--- config.mk ---
export PLATFORM = sky130hd
export DESIGN_NAME = fci_host_ctrl
export DESIGN_NICKNAME = d
export VERILOG_FILES = /design/src/logic/fci_dummy_unused.v /design/src/logic/fci_seq_rom.v /design/src/logic/fci_host_ctrl.v
export VERILOG_INCLUDE_DIRS = /design/src /design/src/logic
export SDC_FILE = /design/constraint.sdc
export NUM_CORES = 1
export LEC_CHECK = 0
export BUFFER_PORTS_ARGS = -buffer_cell sky130_fd_sc_hd__buf_2
export CORE_MARGIN = 4
export CORE_UTILIZATION = 50
export CTS_BUF_LIST = sky130_fd_sc_hd__clkbuf_16
export CTS_CLUSTER_DIAMETER = 80
export DETAILED_ROUTE_END_ITERATION = 10
export GPL_TIMING_DRIVEN = 0
export PLACE_DENSITY = 0.76
export SYNTH_ARGS = -nofsm -noshare
export SYNTH_HDL_FRONTEND = slang
export SYNTH_SLANG_ARGS = --single-unit
export TNS_END_PERCENT = 5
--- constraint.sdc ---
create_clock -name ref_clk -period 2.1 [get_ports ref_clk]
set_input_delay 0.315 -clock ref_clk [delete_from_list [all_inputs] [get_ports ref_clk]]
set_output_delay 0.315 -clock ref_clk [all_outputs]
set_load 0.005 [all_outputs]
--- src/logic/fci_defines.vh ---
// constants for the flash command controller: register map, fields,
// operation codes, unlock addresses and strobe timing.
// assumes a 125 MHz ref_clk; included by its bare name.
`ifndef FCI_DEFINES_VH
`define FCI_DEFINES_VH

// ----------------------------------------------------------------
// register map (byte offsets on the apb)
// ----------------------------------------------------------------
`define FCI_REG_CTRL     8'h00
`define FCI_REG_CFG      8'h04
`define FCI_REG_ADDR     8'h08
`define FCI_REG_WDATA    8'h0C
`define FCI_REG_STATUS   8'h10
`define FCI_REG_RDATA    8'h14

// ----------------------------------------------------------------
// status fields
// ----------------------------------------------------------------
`define FCI_ST_BUSY      0
`define FCI_ST_BYPASS    1
`define FCI_ST_IDMODE    2
`define FCI_ST_SUSPEND   3
`define FCI_ST_REFUSED   4
`define FCI_ST_DONE      5

// ----------------------------------------------------------------
// operation codes written to ctrl[3:0]
// ----------------------------------------------------------------
`define FCI_OP_READ      4'h0
`define FCI_OP_RESET     4'h1
`define FCI_OP_IDENTER   4'h2
`define FCI_OP_IDREAD    4'h3
`define FCI_OP_PROTVFY   4'h4
`define FCI_OP_PROGRAM   4'h5
`define FCI_OP_BYPENTER  4'h6
`define FCI_OP_BYPPROG   4'h7
`define FCI_OP_BYPEXIT   4'h8
`define FCI_OP_CHIPERASE 4'h9
`define FCI_OP_SUSPEND   4'hA
`define FCI_OP_RESUME    4'hB
`define FCI_OP_CODE5     4'hC

// ----------------------------------------------------------------
// address selectors held in the sequence table
// ----------------------------------------------------------------
`define FCI_SEL_UNLOCK1  3'h0
`define FCI_SEL_UNLOCK2  3'h1
`define FCI_SEL_TARGET   3'h2
`define FCI_SEL_PAGE     3'h3
`define FCI_SEL_SECTOR   3'h4
`define FCI_SEL_CODE     3'h5

// ----------------------------------------------------------------
// command bytes and unlock addresses
// ----------------------------------------------------------------
`define FCI_CMD_UNLOCKA  8'hAA
`define FCI_CMD_UNLOCKB  8'h55
`define FCI_CMD_RESET    8'hF0
`define FCI_CMD_IDENTER  8'h90
`define FCI_CMD_PROGRAM  8'hA0
`define FCI_CMD_BYPASS   8'h20
`define FCI_CMD_BYPEXIT2 8'h00
`define FCI_CMD_ERASESU  8'h80
`define FCI_CMD_CHIPERS  8'h10
`define FCI_CMD_SUSPEND  8'hB0
`define FCI_CMD_RESUME   8'h30
`define FCI_UNL1_WORD    19'h00555
`define FCI_UNL2_WORD    19'h002AA
`define FCI_UNL1_BYTE    19'h00AAA
`define FCI_UNL2_BYTE    19'h00555
`define FCI_PROT_WORD    19'h00002
`define FCI_PROT_BYTE    19'h00004
`define FCI_PAGE_BIT     19'h00040
`define FCI_CODE_MASK    19'h00043

// ----------------------------------------------------------------
// strobe timing: ns figures and derived 8 ns clock counts (round up)
// ----------------------------------------------------------------
`define FCI_CLK_NS       8
`define FCI_T_WP_NS      40
`define FCI_T_WPH_NS     30
`define FCI_T_ACC_NS     80
`define FCI_WP_CYC       ((`FCI_T_WP_NS + `FCI_CLK_NS - 1) / `FCI_CLK_NS)
`define FCI_WPH_CYC      ((`FCI_T_WPH_NS + `FCI_CLK_NS - 1) / `FCI_CLK_NS)
`define FCI_ACC_CYC      ((`FCI_T_ACC_NS + `FCI_CLK_NS - 1) / `FCI_CLK_NS)

`endif

--- src/logic/fci_dummy_unused.v ---
`timescale 1ns/100ps
`default_nettype none
`default_nettype wire

--- src/logic/fci_seq_rom.v ---
// sequence table: one entry per bus cycle of each operation.
// assumes the caller presents {op, step} and waits one clock for data.
`timescale 1ns/100ps
`default_nettype none
`include "fci_defines.vh"

module fci_seq_rom (
	input  wire        ref_clk,
	input  wire        nrst,
	input  wire [6:0]  rdAddr,
	output reg  [12:0] rdData
);

	// entry layout: {last, isRead, sel[2:0], cmd[7:0]}
	function [12:0] ent;
		input       last;
		input       isRd;
		input [2:0] sel;
		input [7:0] cmd;
		begin
			ent = {last, isRd, sel, cmd};
		end
	endfunction

	// ----------------------------------------------------------------
	// registered lookup
	// ----------------------------------------------------------------
	always @(posedge ref_clk or negedge nrst) begin
		if (!nrst) begin
			rdData <= 13'h0000;
		end else begin
			case (rdAddr)
				{`FCI_OP_READ, 3'd0}:      rdData <= ent(1'b1, 1'b1, `FCI_SEL_TARGET, 8'h00);
				{`FCI_OP_RESET, 3'd0}:     rdData <= ent(1'b1, 1'b0, `FCI_SEL_UNLOCK1, `FCI_CMD_RESET);
				{`FCI_OP_IDENTER, 3'd0},
				{`FCI_OP_PROGRAM, 3'd0},
				{`FCI_OP_BYPENTER, 3'd0},
				{`FCI_OP_CHIPERASE, 3'd0},
				{`FCI_OP_CHIPERASE, 3'd3}: rdData <= ent(1'b0, 1'b0, `FCI_SEL_UNLOCK1, `FCI_CMD_UNLOCKA);
				{`FCI_OP_IDENTER, 3'd1},
				{`FCI_OP_PROGRAM, 3'd1},
				{`FCI_OP_BYPENTER, 3'd1},
				{`FCI_OP_CHIPERASE, 3'd1},
				{`FCI_OP_CHIPERASE, 3'd4}: rdData <= ent(1'b0, 1'b0, `FCI_SEL_UNLOCK2, `FCI_CMD_UNLOCKB);
				{`FCI_OP_IDENTER, 3'd2}:   rdData <= ent(1'b1, 1'b0, `FCI_SEL_UNLOCK1, `FCI_CMD_IDENTER);
				{`FCI_OP_IDREAD, 3'd0}:    rdData <= ent(1'b1, 1'b1, `FCI_SEL_TARGET, 8'h00);
				{`FCI_OP_PROTVFY, 3'd0}:   rdData <= ent(1'b1, 1'b1, `FCI_SEL_SECTOR, 8'h00);
				{`FCI_OP_PROGRAM, 3'd2}:   rdData <= ent(1'b0, 1'b0, `FCI_SEL_UNLOCK1, `FCI_CMD_PROGRAM);
				{`FCI_OP_PROGRAM, 3'd3},
				{`FCI_OP_BYPPROG, 3'd1}:   rdData <= ent(1'b1, 1'b0, `FCI_SEL_TARGET, 8'h00);
				{`FCI_OP_BYPENTER, 3'd2}:  rdData <= ent(1'b1, 1'b0, `FCI_SEL_UNLOCK1, `FCI_CMD_BYPASS);
				{`FCI_OP_BYPPROG, 3'd0}:   rdData <= ent(1'b0, 1'b0, `FCI_SEL_UNLOCK1, `FCI_CMD_PROGRAM);
				{`FCI_OP_BYPEXIT, 3'd0}:   rdData <= ent(1'b0, 1'b0, `FCI_SEL_UNLOCK1, `FCI_CMD_IDENTER);
				{`FCI_OP_BYPEXIT, 3'd1}:   rdData <= ent(1'b1, 1'b0, `FCI_SEL_UNLOCK1, `FCI_CMD_BYPEXIT2);
				{`FCI_OP_CHIPERASE, 3'd2}: rdData <= ent(1'b0, 1'b0, `FCI_SEL_UNLOCK1, `FCI_CMD_ERASESU);
				{`FCI_OP_CHIPERASE, 3'd5}: rdData <= ent(1'b1, 1'b0, `FCI_SEL_UNLOCK1, `FCI_CMD_CHIPERS);
				{`FCI_OP_SUSPEND, 3'd0}:   rdData <= ent(1'b1, 1'b0, `FCI_SEL_UNLOCK1, `FCI_CMD_SUSPEND);
				{`FCI_OP_RESUME, 3'd0}:    rdData <= ent(1'b1, 1'b0, `FCI_SEL_UNLOCK1, `FCI_CMD_RESUME);
				{`FCI_OP_CODE5, 3'd0},
				{`FCI_OP_CODE5, 3'd1},
				{`FCI_OP_CODE5, 3'd2},
				{`FCI_OP_CODE5, 3'd3}:     rdData <= ent(1'b0, 1'b1, `FCI_SEL_PAGE, 8'h00);
				{`FCI_OP_CODE5, 3'd4}:     rdData <= ent(1'b1, 1'b1, `FCI_SEL_CODE, 8'h00);
				// unknown entries end at once as a harmless read
				default:                   rdData <= ent(1'b1, 1'b1, `FCI_SEL_TARGET, 8'h00);
			endcase
		end
	end

endmodule
`default_nettype wire

--- src/logic/fci_host_ctrl.v ---
// host-side controller for an asynchronous parallel nor flash: takes
// orders over apb and plays the command sequences on the flash pins.
// assumes flash pins are timed from ref_clk and dq input is synchronous.
//
// How it works
// - all sequence cycles write except reads
// - reset command leaves identification mode
// - id entry: two unlocks then command
// - program: unlocks, setup, address and data
// - commands ignored while programming runs
// - bypass entry 20h, then A0h plus data
// - bypass exit writes 90h then 00h
// - chip erase takes six writes
`timescale 1ns/100ps
`default_nettype none
`include "fci_defines.vh"

module fci_host_ctrl #(
	parameter ADDR_W  = 19,
	parameter WP_CYC  = `FCI_WP_CYC,
	parameter WPH_CYC = `FCI_WPH_CYC,
	parameter ACC_CYC = `FCI_ACC_CYC
) (
	input  wire              ref_clk,
	input  wire              nrst,
	input  wire              psel,
	input  wire              penable,
	input  wire              pwrite,
	input  wire [7:0]        paddr,
	input  wire [31:0]       pwdata,
	output reg               pready,
	output reg  [31:0]       prdata,
	output reg               pslverr,
	output reg  [ADDR_W-1:0] flashAddr,
	output reg  [15:0]       dqOut,
	output reg               dqOe,
	input  wire [15:0]       dqIn,
	output reg               ceN,
	output reg               weN,
	output reg               oeN,
	output reg               byteN
);

	// ----------------------------------------------------------------
	// states
	// ----------------------------------------------------------------
	localparam S_IDLE   = 6'b000001;
	localparam S_FETCH  = 6'b000010;
	localparam S_SETUP  = 6'b000100;
	localparam S_STROBE = 6'b001000;
	localparam S_HOLD   = 6'b010000;
	localparam S_READ   = 6'b100000;

	reg [5:0]        state_q;
	reg [7:0]        cnt_q;
	reg [3:0]        op_q;
	reg [2:0]        step_q;
	reg              byteMode_q;
	reg [ADDR_W-1:0] target_q;
	reg [15:0]       wdata_q;
	reg [15:0]       rdata_q;
	reg              bypass_q;
	reg              idMode_q;
	reg              suspend_q;
	reg              refused_q;
	reg              done_q;
	reg              last_q;
	wire [12:0]      romData;
	wire             romLast  = romData[12];
	wire             romRead  = romData[11];
	wire [2:0]       romSel   = romData[10:8];
	wire [7:0]       romCmd   = romData[7:0];

	// ----------------------------------------------------------------
	// address forming
	// ----------------------------------------------------------------
	function [ADDR_W-1:0] addrFor;
		input [2:0]        sel;
		input              bm;
		input [ADDR_W-1:0] tgt;
		reg   [ADDR_W-1:0] secMask;
		begin
			// sector bits are the top six of either address form
			secMask = {6'h3F, {(ADDR_W-6){1'b0}}} >> (bm ? 0 : 1);
			case (sel)
				`FCI_SEL_UNLOCK1: addrFor = bm ? `FCI_UNL1_BYTE : `FCI_UNL1_WORD;
				`FCI_SEL_UNLOCK2: addrFor = bm ? `FCI_UNL2_BYTE : `FCI_UNL2_WORD;
				`FCI_SEL_SECTOR:  addrFor = (tgt & secMask)
					| (bm ? `FCI_PROT_BYTE : `FCI_PROT_WORD);
				// byte mode carries the extra low bit, so code bits sit one up
				`FCI_SEL_PAGE:    addrFor = (tgt & ~(`FCI_CODE_MASK << bm))
					| (`FCI_PAGE_BIT << bm);
				`FCI_SEL_CODE:    addrFor = tgt & ~(`FCI_CODE_MASK << bm);
				default:          addrFor = tgt;
			endcase
		end
	endfunction

	// refusal check against the tracked device mode
	function refuse;
		input [3:0] op;
		input       byp;
		input       idm;
		input       sus;
		begin
			if (byp) begin
				refuse = !(op == `FCI_OP_PROGRAM || op == `FCI_OP_BYPPROG
					|| op == `FCI_OP_BYPEXIT || op == `FCI_OP_READ);
			end else begin
				case (op)
					`FCI_OP_BYPPROG, `FCI_OP_BYPEXIT: refuse = 1'b1;
					`FCI_OP_IDREAD, `FCI_OP_PROTVFY,
					`FCI_OP_CODE5:    refuse = !idm;
					`FCI_OP_IDENTER:  refuse = idm;
					`FCI_OP_SUSPEND:  refuse = sus;
					`FCI_OP_RESUME:   refuse = !sus;
					default:          refuse = 1'b0;
				endcase
			end
		end
	endfunction

	fci_seq_rom u_rom (
		.ref_clk (ref_clk),
		.nrst    (nrst),
		.rdAddr  ({op_q, step_q}),
		.rdData  (romData)
	);

	// ----------------------------------------------------------------
	// apb slave: one wait state, answer registered
	// ----------------------------------------------------------------
	wire       acc     = psel && penable && !pready;
	wire       commit  = psel && penable && pready;
	wire       wrCommit = commit && pwrite;
	wire       mapped  = (paddr <= `FCI_REG_RDATA) && (paddr[1:0] == 2'b00);
	wire [3:0] newOp   = pwdata[3:0];
	wire       start   = wrCommit && paddr == `FCI_REG_CTRL && state_q == S_IDLE;
	wire       startOk = start && !refuse(newOp, bypass_q, idMode_q, suspend_q);
	wire       seqEnd  = state_q == S_HOLD && cnt_q == 8'h00 && last_q;

	always @(posedge ref_clk or negedge nrst) begin
		if (!nrst) begin
			pready  <= 1'b0;
			pslverr <= 1'b0;
			prdata  <= 32'h00000000;
		end else begin
			pready  <= acc;
			pslverr <= acc && !mapped;
			case (paddr)
				`FCI_REG_CTRL:   prdata <= {28'h0000000, op_q};
				`FCI_REG_CFG:    prdata <= {31'h00000000, byteMode_q};
				`FCI_REG_ADDR:   prdata <= {{(32-ADDR_W){1'b0}}, target_q};
				`FCI_REG_WDATA:  prdata <= {16'h0000, wdata_q};
				`FCI_REG_STATUS: prdata <= {26'h0000000, done_q, refused_q, suspend_q,
					idMode_q, bypass_q, state_q != S_IDLE};
				`FCI_REG_RDATA:  prdata <= {16'h0000, rdata_q};
				default:         prdata <= 32'h00000000;
			endcase
		end
	end

	// ----------------------------------------------------------------
	// software registers; hardware set wins over write-one clear
	// ----------------------------------------------------------------
	always @(posedge ref_clk or negedge nrst) begin
		if (!nrst) begin
			byteMode_q <= 1'b0;
			target_q   <= {ADDR_W{1'b0}};
			wdata_q    <= 16'h0000;
			refused_q  <= 1'b0;
			done_q     <= 1'b0;
		end else begin
			if (wrCommit && paddr == `FCI_REG_CFG && state_q == S_IDLE)
				byteMode_q <= pwdata[0];
			if (wrCommit && paddr == `FCI_REG_ADDR)
				target_q <= pwdata[ADDR_W-1:0];
			if (wrCommit && paddr == `FCI_REG_WDATA)
				wdata_q <= pwdata[15:0];
			if (wrCommit && paddr == `FCI_REG_STATUS && pwdata[`FCI_ST_REFUSED])
				refused_q <= 1'b0;
			if (start && !startOk)
				refused_q <= 1'b1;
			if (wrCommit && paddr == `FCI_REG_STATUS && pwdata[`FCI_ST_DONE])
				done_q <= 1'b0;
			if (seqEnd)
				done_q <= 1'b1;
		end
	end

	// ----------------------------------------------------------------
	// tracked device mode, updated when a sequence completes
	// ----------------------------------------------------------------
	always @(posedge ref_clk or negedge nrst) begin
		if (!nrst) begin
			bypass_q  <= 1'b0;
			idMode_q  <= 1'b0;
			suspend_q <= 1'b0;
		end else if (seqEnd) begin
			case (op_q)
				`FCI_OP_BYPENTER: bypass_q  <= 1'b1;
				`FCI_OP_BYPEXIT:  bypass_q  <= 1'b0;
				`FCI_OP_IDENTER:  idMode_q  <= 1'b1;
				`FCI_OP_RESET:    idMode_q  <= 1'b0;
				`FCI_OP_SUSPEND:  suspend_q <= 1'b1;
				`FCI_OP_RESUME:   suspend_q <= 1'b0;
				default:          idMode_q  <= idMode_q;
			endcase
		end
	end

	// ----------------------------------------------------------------
	// bus cycle engine
	// ----------------------------------------------------------------
	// address is set a cycle before ce/we fall and kept through hold,
	// so either falling edge sees it; data stays until hold ends, after ce rises.
	always @(posedge ref_clk or negedge nrst) begin
		if (!nrst) begin
			state_q   <= S_IDLE;
			cnt_q     <= 8'h00;
			op_q      <= `FCI_OP_READ;
			step_q    <= 3'd0;
			last_q    <= 1'b0;
			rdata_q   <= 16'h0000;
			flashAddr <= {ADDR_W{1'b0}};
			dqOut     <= 16'h0000;
			dqOe      <= 1'b0;
			ceN       <= 1'b1;
			weN       <= 1'b1;
			oeN       <= 1'b1;
			byteN     <= 1'b1;
		end else begin
			byteN <= !byteMode_q;
			case (state_q)
				S_IDLE: begin
					if (startOk) begin
						// bypass mode shortens program to two writes
						op_q   <= (bypass_q && newOp == `FCI_OP_PROGRAM)
							? `FCI_OP_BYPPROG : newOp;
						step_q <= 3'd0;
						state_q <= S_FETCH;
					end
				end
				S_FETCH: begin
					state_q   <= S_SETUP;
				end
				S_SETUP: begin
					last_q    <= romLast;
					flashAddr <= addrFor(romSel, byteMode_q, target_q);
					dqOe      <= !romRead;
					if (romSel == `FCI_SEL_TARGET && !romRead)
						dqOut <= byteMode_q ? {8'h00, wdata_q[7:0]} : wdata_q;
					else
						dqOut <= {8'h00, romCmd};
					state_q   <= romRead ? S_READ : S_STROBE;
					cnt_q     <= romRead ? ACC_CYC[7:0] : WP_CYC[7:0];
				end
				S_STROBE: begin
					ceN <= 1'b0;
					weN <= 1'b0;
					if (cnt_q == 8'h00) begin
						// we rises first; ce follows so data meets first rise
						weN     <= 1'b1;
						state_q <= S_HOLD;
						cnt_q   <= WPH_CYC[7:0];
					end else begin
						cnt_q <= cnt_q - 8'h01;
					end
				end
				S_READ: begin
					ceN <= 1'b0;
					oeN <= 1'b0;
					if (cnt_q == 8'h00) begin
						rdata_q <= byteMode_q ? {8'h00, dqIn[7:0]} : dqIn;
						oeN     <= 1'b1;
						state_q <= S_HOLD;
						cnt_q   <= WPH_CYC[7:0];
					end else begin
						cnt_q <= cnt_q - 8'h01;
					end
				end
				S_HOLD: begin
					ceN <= 1'b1;
					if (cnt_q == 8'h00) begin
						dqOe   <= 1'b0;
						step_q <= step_q + 3'd1;
						// each write of the table goes out in order
						state_q <= last_q ? S_IDLE : S_FETCH;
					end else begin
						cnt_q <= cnt_q - 8'h01;
					end
				end
				default: begin
					state_q <= S_IDLE;
				end
			endcase
		end
	end

endmodule
`default_nettype wire

Word-level counts from Yosys, hierarchy flattened
Memory sizes are Yosys's and may differ from the RTL's. A register that Yosys moved wholly into a read port is not among the register bits.
Index checks and enable logic that the tools add are counted.
Widths: inputs -> output; s select.

operators by class
  add/sub/neg operators = 2
  multiply operators = 0
  divide/modulo/power cells = 0
  $lt $le $gt $ge = 1
  equality and inequality tests = 36
  shifts and indexed selects = 3
  multiplexer cells = 36
  bitwise logic cells = 5
  reduce and logical (&&, ||, !) cells = 60

operators by type and width
  kind                   count
  $pmux 19 s6            1
  $pmux 19 s5            1
  $mux 16                3
  $and 19x19->19         2
  $shl 7x1->19 const A   2
  $pmux 6 s5             1
  $eq 4x4->1 const B     7
  $mux 6                 4
  $pmux 8 s3             1
  $logic_and 1x1->1      21
  $not 19->19            1
  $or 19x19->19          1
  $or 19x3->19           1
  $shr 19x1->19 const A  1
  $eq 4x3->1 const B     4
  $eq 8x4->1 const B     2
  $eq 8x5->1 const B     2
  $logic_not 8->1        2
  $mux 8                 2
  $reduce_bool 2->1      8
  $reduce_and 2->1       7
  $eq 4x2->1 const B     3
  $mux 12                1
  $mux 11                1
  33 further kinds       64

storage, ports and cells
  bits in registers = 153
  bits in latches = 0
  RAM bits = 0
  memory bits (read-only) = 1,664
  input port bits = 61
  output and inout bits = 74
  word-level logic and storage cells = 168
  memories = 1

memories
  name              depth  bits a word  rd ports  clocked after Yosys merged registers in  write ports  line              RTL
  (name not given)  128    13           1         1                                        0            fci_seq_rom.v:32  case (rdAddr)

Longest topological paths before layout
Gate-level depths: netlist of run 1.

  depth in word-level cells = 11
  depth in mapped cells = 9

Hierarchy
From an unflattened synthesis of run 1, not the netlist that was laid out.

second synthesis, totals
  cell total of the unflattened synthesis = 710
  area total of the unflattened synthesis = 7,337.0 µm²

by module, submodules not included
  module         times used  cells each  area each (µm²)  sequential area each (µm²)
  fci_host_ctrl  1           599         6,411.1          3,509.6
  fci_seq_rom    1           111         925.9            275.3

Worst setup path after synthesis of run 1
Ideal clock, no wire load.

  path kind = input-to-reg
  from = in paddr[1]
  to = reg op_q[0]
  data arrival time = 2.524 ns
  data required time = 1.975 ns
  slack = -0.549 ns
  stages on the path = 5
  cell sequence = or4_4 or3_1 or4b_4 a311oi_4 mux2_4

between the ends
  longest elaborated chain between the ends = 5

ends and longest elaborated chain
  element                             line                 RTL
  start: declaration                  fci_host_ctrl.v:29   input wire [7:0] paddr,
  $logic_not 8->1                     n/a
  $logic_and 1x1->1 (no source line)  n/a
  $logic_and 1x1->1                   fci_host_ctrl.v:138  wire start = wrCommit && paddr == `FCI_REG_CTRL && state_q == S_IDLE;
  $logic_and 1x1->1                   fci_host_ctrl.v:139  wire startOk = start && !refuse(newOp, bypass_q, idMode_q, suspend_q);
  $reduce_and 2->1 (no source line)   n/a
  end signal: assignment              fci_host_ctrl.v:221  op_q <= `FCI_OP_READ;
  end signal: assignment              fci_host_ctrl.v:238  op_q <= (bypass_q && newOp == `FCI_OP_PROGRAM)
  end: declaration                    fci_host_ctrl.v:56   reg [3:0] op_q;

No other way between the ends.
A chain may end at the register's enable or synchronous reset.

Final worst setup path of run 1
Ends and elaborated chain as after synthesis.

==> out/metrics.cfg, run 1 <==
[outcome]
status = complete, but fails checks
violations = negative setup slack

[power_and_ir_drop]
power.leakage_nw = 4.41
power_density_nw_per_um2 = 718
peakVddDrop_mv = 0.581

[worst_setup_path]
start_kind = primary input
path_class = primary input to flip-flop
cp-end-kind = flip-flop
worstPathRequired_ps = 2420
path_max_fanout = 7
arrival_ps = 2560

[logic_synthesis]
synth_area_um2 = 7260
ys_seq_area_share_pct = 52.1
synthFlopType = dfrtp_1
syn_area_per_cell_um2 = 10.4
synthCells = 696
yosysTopAreaCell = dfrtp_1
synth_top_cell_area_share_pct = 50.3
synthTopCellsByArea = dfrtp_1 (50%), mux2_2 (6.8%), nand2_1 (4.7%)
yosysUniqueCellTypes = 67
synth_warnings = 0
async_flop_share_pct = 100
synth-edff-count = 0
synth-seq-cells = 151

[timing]
fin_crit_sh_pct = 107
clock_skew_ps = 9.69
finalHoldViolations = 0
setup_viol_count_final = 7
max_slew.worst_pin.slew_ps = 814
fmax_mhz = 446
setup_tns_ps = -557
min_period_ps = 2240
worst_slack_ps = -144
drv_slew = 0
rsz0062_at_grt = true
relSlewSlack_pct = 45.8

[drt]
drcViolationCount = 0
viasPerCell = 5.82
wl_per_cell_um = 18.4
detail-route-antenna-nets = 0
wl_um = 19100
dr.first_iter.drc_count = 572
drtPass1Iterations = 6
vias = 6033

[cts]
cts.sink_count = 151
clk_latency_ps = 430
root_buffer = clkbuf_16
cts_tree = yes
cts_inserted_buffers = 17
cts_buffer_depth = 2
cts_max_level = 4
clk_pin_slew_ps = 60

[global_route]
grt_pass1_wl_um = 29700
grt_pass1_vias = 5732
grt_overflow = 0
grt_max_degree = 89
antenna_found_initial = 0
grt_util_all_layers_pct = 23.1

[floorplanning]
num_rows = 43
pin_count = 135
coreArea_um2 = 14000
die_y_um = 129
die_w_um = 129
initial_utilization_pct = 51.7
dieArea_um2 = 16500

[layout]
utilization_pct = 64.1
nets = 911
diodes = 0
final_cell_mix = dfrtp_1 (145), buf_2 (107), nand2_1 (90)
drive_gt1_share_pct = 30.3
syn_to_final_growth_pct = 23.8
layout_commonest_cell = dfrtp_1

[place]
portBuffers = 106
place_congestion = 0.876
dp_hpwl_um = 13300

[hold_path]
hp-class = primary input to flip-flop

[job]
cap_violations = 0

synth_stat cells (all sizes together) (3+ instances only):
library cell  count
a211oi            6
dfrtp           146
buf              16
o31ai             6
inv              18
o21a              5
nor3b             3
nor2             34
nand3            16
and2              6
nand4b            3
a221oi            4
dfstp             5
nand2            90
nand2b            7
or3               5
o21ai            61
nor3             15
nor4b             4
o32a              4
xor2              3
nor2b            11
nor4              4
a31oi             7
o22ai             7
a22o             11
and3              3
mux2             46
nand4             4
a21boi            3
mux2i            28
a21oi            24
clkbuf           38
ha                7
a22oi             6
o221ai            3
a32oi             3
cells by family after synthesis:
group	count (synthesis)	synth area share, %
simple gates	213	14.1
buf+inv	75	5.17
flops	151	52.1
other cells	1	0.0516
fa+ha+maj	7	1.21
compound gates	170	15.4
mux	75	11.4
xor+xnor	4	0.482
worst paths after layout:
check                      slack [ps]  depth (start not counted)             start    endpoint
hold / removal                    120                          2           dqIn[0]  rdata_q[0]
max in group asynchronous         810                          3              nrst    idMode_q
hold reg to reg                   450                          2  u_rom.rdData[12]      last_q
setup reg to reg                 -130                          6        state_q[0]     op_q[0]
setup / recovery                 -140                          7          paddr[1]     op_q[0]
min in group asynchronous         510                          2              nrst  prdata[18]
power breakdown:
group | internal, mW | total [mW] | switching [mW]
clock network | 2.09 | 3.29 | 1.20
logic | 0.0946 | 0.237 | 0.142
registers | 2.92 | 2.94 | 0.0108
sequential cells by signal (all words and copies together) (netlist names), 3 cells and up:
signal        cells
cnt_q             8
wdata_q          16
prdata           19
flashAddr        19
step_q            3
target_q         19
op_q              4
u_rom.rdData     11
dqOut            16
state_q           6
rdata_q          16
timing repair:
action | in CTS | in global routing
endpoints found under the hold margin | 74 | 0
pin swaps | 2 | 7
buffers inserted | 4 | 8
hold buffers | 1 | 0
setup endpoints to repair | 76 | 82
gates resized for setup | 25 | 38
per-stage QoR:
| stage | instance area (µm²) | worst slack, ps | power (mW) | instances | hold WS, ps |
|---|---|---|---|---|---|
| global placement | 8070 | -1420 | 3.21 | 994 | 429 |
| detailed placement | 8100 | -846 | 3.22 | 995 | 430 |
| CTS | 8850 | -187 | 6.50 | 1029 | 109 |
| floorplan | 7310 | -493 | 3.07 | 708 | 19.4 |
| finish | 9000 | -144 | 6.46 | 1036 | 118 |
| global route | 9000 | -182 | 6.66 | 1036 | 114 |
layout make-up:
type	count	area [µm²]
Fill cell	1105	5050
Clock buffer	17	425
Tap cell	180	225
Sequential cell	151	3790
Multi-Input combinational cell	482	3280
Timing Repair Buffer	119	667
Clock inverter	15	211
Buffer	52	322
Inverter	20	75.1
worst max-delay path, cell delays in order:
cell      delay, ps
buf_6            90
or4_4           540
or3_4           340
or4b_4          570
a311oi_4        220
buf_6           170
mux2_4          300
layer usage:
| metal | vias up | GRT usage [%] | share of wire, % |
|---|---|---|---|
| met1 | 2926 | 30.1 | 41 |
| li1 | 2776 | - | - |
| met4 | 0 | 8.83 | 3.2 |
| met3 | 56 | 5.11 | 6.6 |
| met5 | - | 0 | 0 |
| met2 | 275 | 38.0 | 49 |
No activity file was read; power rests on OpenSTA's default activity.
==> run 2: changes to the inputs <==
--- a/config.mk
+++ b/config.mk
@@ -14,6 +14,7 @@
 export DETAILED_ROUTE_END_ITERATION = 10
 export GPL_TIMING_DRIVEN = 0
 export PLACE_DENSITY = 0.76
+export SETUP_SLACK_MARGIN = 0.05
 export SYNTH_ARGS = -nofsm -noshare
 export SYNTH_HDL_FRONTEND = slang
 export SYNTH_SLANG_ARGS = --single-unit
==> constraint.sdc (replaced) <==
create_clock -name ref_clk -period 2.1 [get_ports ref_clk]
set_input_delay 0.315 -clock ref_clk [delete_from_list [all_inputs] [get_ports ref_clk]]
set_output_delay 0.315 -clock ref_clk [all_outputs]
set_load 0.05 [all_outputs]
==> out/metrics.cfg, run 2 (synthesis results as in run 1) <==
[outcome]
status = complete, but fails checks
violations = negative setup slack

[layout]
multi_input_area_um2 = 3300
layout_commonest_cell = dfrtp_1
register_area_um2 = 3790
fill_cells = 1101
syn_to_final_growth_pct = 24.5
final_cells = 1039
final_cell_mix = dfrtp_1 (145), buf_2 (108), nand2_1 (90)
diodes = 0
drive_gt1_share_pct = 30.8
reg_top3 = flashAddr x19, prdata x19, target_q x19
nets = 914

[timing]
max_slew.worst_pin.slew_ps = 831
fin_crit_sh_pct = 107
setup_viol_count_final = 7
clock_skew_ps = 9.94
setup_tns_ps = -555
finalHoldViolations = 0
relSlewSlack_pct = 44.6
fmax_mhz = 446
rsz0062_at_grt = true
drv_slew = 0
worst_slack_ps = -143
timing.hold.ws_ps = 118
min_period_ps = 2240

[global_route]
grt_pass1_vias = 5733
grt_util_all_layers_pct = 23.1
grt_max_degree = 89
antenna_found_initial = 0
grt_pass1_wl_um = 29800
grt_overflow = 0

[floorplanning]
dieArea_um2 = 16500
die_w_um = 129
pin_count = 135
coreArea_um2 = 14000
die_y_um = 129
initial_utilization_pct = 51.7
num_rows = 43

[worst_setup_path]
cp_slowest_stage_delay_ps = 570
worstPathRequired_ps = 2410
crit_buf_inv = 2
cp_top_family = simple AND/OR/NAND/NOR gates
cp-end-kind = flip-flop
path_max_fanout = 7
crit_slowest_cell = or4b_4
path_class = primary input to flip-flop
path_common_cell = buf_6
arrival_ps = 2560
crit_chain = buf_6 > or4_4 > or3_4 > or4b_4 > a311oi_4 > buf_6 > mux2_4
start_kind = primary input

[power_and_ir_drop]
power_density_nw_per_um2 = 721
internal_power_mw = 5.11
netSwitchingPower_mw = 1.40
p_sw_share_pct = 21.5
peakVddDrop_mv = 0.580
p_comb_share_pct = 4.5
power.leakage_nw = 4.43
pwr-share-clk_pct = 50.4
p_seq_share_pct = 45.1

[place]
portBuffers = 106
place_ws_ps = -846
dp_hpwl_um = 13300
dpl.cell_count = 995
place_congestion = 0.876

[drt]
viasPerCell = 5.84
detail-route-antenna-nets = 0
drcViolationCount = 0
dr.first_iter.drc_count = 515
drtPass1Iterations = 5
vias = 6067
wl_um = 19200
wl_per_cell_um = 18.5

[cts]
clk_latency_ps = 430
cts_max_level = 4
cts.sink_count = 151
root_buffer = clkbuf_16
cts_inserted_buffers = 17
clk_pin_slew_ps = 60
cts_tree = yes
cts_buffer_depth = 2

[job]
cap_violations = 0

[hold_path]
hp-class = primary input to flip-flop

run 2: final cells by class:
class | instances | area share [%]
Sequential cell | 151 | 41.9
Multi-Input combinational cell | 482 | 36.5
Timing Repair Buffer | 122 | 7.63
Clock buffer | 17 | 4.71
Buffer | 52 | 3.63
Tap cell | 180 | 2.49
Clock inverter | 15 | 2.34
Inverter | 20 | 0.830
run 2: routing by layer:
metal	track usage, %	share of wire [%]	up-vias
met5	0	0	-
met4	8.83	2.8	0
met3	5.11	6.7	46
met2	38.0	50	281
met1	30.1	41	2964
li1	-	-	2776
run 2: power groups by stage:
stage	clock [mW]	sequential, mW	combinational [mW]
2_1_floorplan	0	2.99	0.137
3_3_place_gp	0	2.99	0.282
3_5_place_dp	0	2.99	0.292
4_1_cts	3.32	2.93	0.295
5_1_grt	3.46	2.93	0.321
6_report	3.29	2.94	0.295
run 2: worst paths after layout:
check | startpoint | to | slack (ps) | depth (start not counted)
worst max-delay path | paddr[1] | op_q[0] | -140 | 7
worst min-delay path | dqIn[6] | rdata_q[6] | 120 | 2
worst max register to register | state_q[1] | op_q[0] | -140 | 6
worst min register to register | u_rom.rdData[12] | last_q | 460 | 2
max in group asynchronous | nrst | state_q[3] | 810 | 3
min in group asynchronous | nrst | prdata[18] | 510 | 2
run 2: timing repair:
item,4_1_cts,5_1_grt
setup endpoints to repair,87,80
endpoints found under the hold margin,74,0
hold buffers,1,0
gates resized for setup,29,42
buffers inserted,5,10
pin swaps,2,7
run 2: per-stage QoR:
step	utilization, %	total power, mW	area, µm²
floorplan	-	3.13	7310
global placement	57.4	3.27	8070
detailed placement	57.7	3.28	8100
CTS	63.2	6.55	8870
global route	64.4	6.72	9040
finish	64.4	6.52	9040
==> run 3: changes to the inputs <==
--- a/config.mk
+++ b/config.mk
@@ -7,13 +7,12 @@
 export NUM_CORES = 1
 export LEC_CHECK = 0
 export BUFFER_PORTS_ARGS = -buffer_cell sky130_fd_sc_hd__buf_2
+export CAP_MARGIN = 20
 export CORE_MARGIN = 4
-export CORE_UTILIZATION = 50
-export CTS_BUF_LIST = sky130_fd_sc_hd__clkbuf_16
+export CORE_UTILIZATION = 40
 export CTS_CLUSTER_DIAMETER = 80
 export DETAILED_ROUTE_END_ITERATION = 10
 export GPL_TIMING_DRIVEN = 0
-export PLACE_DENSITY = 0.76
 export SETUP_SLACK_MARGIN = 0.05
 export SYNTH_ARGS = -nofsm -noshare
 export SYNTH_HDL_FRONTEND = slang
==> out/metrics.cfg, run 3 (synthesis results as in run 1) <==
[drt]
dr.first_iter.drc_count = 393
drtPass1Iterations = 5
wl_per_cell_um = 18.4
wl_um = 19900
detail-route-antenna-nets = 0
viasPerCell = 5.38
drcViolationCount = 0
vias = 5836

[floorplanning]
num_rows = 49
die_y_um = 143
pin_count = 135
coreArea_um2 = 17900
die_w_um = 143
dieArea_um2 = 20400
initial_utilization_pct = 40.6

[cts]
cts_max_level = 4
cts.sink_count = 151
cts_inserted_buffers = 17
cts_buffer_depth = 2
root_buffer = clkbuf_16
cts_tree = yes
clk_pin_slew_ps = 70
clk_latency_ps = 430

[layout]
final_cells = 1084
nets = 910
syn_to_final_growth_pct = 25.3
fill_cells = 1733
reg_top3 = flashAddr x19, prdata x19, target_q x19
final_cell_mix = dfrtp_1 (144), buf_2 (106), nand2_1 (90)
drive_gt1_share_pct = 31.8
multi_input_area_um2 = 3330
utilization_pct = 50.8
layout_commonest_cell = dfrtp_1
diodes = 0
register_area_um2 = 3790

[outcome]
violations = negative setup slack
status = complete, but fails checks

[worst_setup_path]
path_class = flip-flop to flip-flop
worstPathRequired_ps = 2420
r2r_end = op_q[0]
arrival_ps = 2540
start_kind = flip-flop
r2r-start = state_q[0]
path_max_fanout = 5
timing.reg2reg.setup_slack_ps = -120
r2r_cells = 6
cp-end-kind = flip-flop

[timing]
drv_slew = 0
max_slew.worst_pin.slew_ps = 846
finalHoldViolations = 0
fin_crit_sh_pct = 105
rsz0062_at_grt = true
min_period_ps = 2220
setup_viol_count_final = 8
relSlewSlack_pct = 43.6
worst_slack_ps = -115
fmax_mhz = 451
timing.hold.ws_ps = 111
clock_skew_ps = 10.2

[global_route]
grt_pass1_wl_um = 30700
antenna_found_initial = 0
grt_util_all_layers_pct = 19.5
grt_overflow = 0
grt_pass1_vias = 5365
grt_max_degree = 82

[place]
dpl.cell_count = 1044
place_congestion = 0.878
dp_hpwl_um = 14400
portBuffers = 106

[power_and_ir_drop]
power_mw = 6.32
peakVddDrop_mv = 0.620
power_density_nw_per_um2 = 695
power.leakage_nw = 4.40

[hold_path]
holdPathEnd = rdata_q[7]
whs_path_depth = 2
min_from = dqIn[7]
hp-class = primary input to flip-flop

[job]
cap_violations = 0

-- run 3: changes by cell type in the layout (fill, tap and decap cells not counted), sizes merged --
| cell | before | now |
|---|---|---|
| clkinv | 7 | 6 |
| buf | 146 | 137 |
| clkbuf | 43 | 48 |
| bufinv | 5 | 1 |
| inv | 21 | 26 |
-- run 3: area by class of cell --
type | instances | area share (%)
clock buffer | 17 | 4.67
inverter | 20 | 0.825
multi-input combinational | 482 | 36.6
sequential | 151 | 41.6
timing repair buffer | 119 | 7.46
tap | 229 | 3.15
buffer | 51 | 3.70
clock inverter | 15 | 1.95
-- run 3: how the worst max path moves through the flow --
stage | startpoint | slack (ps) | cells after the start | end
floorplan | paddr[1] | -490 | 5 | op_q[0]
global placement | nrst | -1550 | 1 | rdata_q[1]
detailed placement | cnt_q[0] | -1140 | 8 | rdata_q[6]
CTS | state_q[0] | -190 | 6 | op_q[0]
global route | state_q[0] | -190 | 6 | op_q[3]
finish | state_q[0] | -120 | 6 | op_q[0]
-- run 3: layer usage --
| metal | track usage (%) | part of all wire, % | vias up |
|---|---|---|---|
| met4 | 5.05 | 1.6 | 0 |
| met3 | 4.29 | 5.6 | 29 |
| met5 | 0 | 0 | - |
| met1 | 27.3 | 45 | 2850 |
| met2 | 31.1 | 48 | 185 |
| li1 | - | - | 2772 |
-- run 3: timing repair --
action | in CTS | in global routing
setup buffers | 6 | 5
endpoints found under the hold margin | 75 | 0
endpoints found under the setup margin | 78 | 85
hold buffers | 1 | 0
pin swaps | 2 | 6
resized for setup | 37 | 40
-- run 3: worst max-delay path, stage by stage (launching register included) --
cell      delay [ps]
dfstp_2          540
and2b_2          180
nand4b_1         120
or4b_4           560
a311oi_4         220
buf_6            170
mux2_4           300
-- run 3: per-stage QoR --
| stage | instance area, µm² | setup TNS, ps | setup WS, ps |
|---|---|---|---|
| 3_5_place_dp | 8160 | -45850 | -1140 |
| 4_1_cts | 8960 | -1510 | -187 |
| 3_3_place_gp | 8130 | -272870 | -1550 |
| 5_1_grt | 9100 | -1750 | -194 |
| 2_1_floorplan | 7310 | -5040 | -493 |
| 6_report | 9100 | -395 | -115 |
-- run 3: report_power, final --
| group | switching (mW) | internal (mW) | leakage [nW] | total [mW] |
|---|---|---|---|---|
| combinational | 0.199 | 0.0963 | 2.13 | 0.296 |
| sequential | 0.00863 | 2.92 | 1.99 | 2.93 |
| clock | 1.39 | 1.70 | 0.290 | 3.10 |
| total | 1.60 | 4.72 | 4.40 | 6.32 |
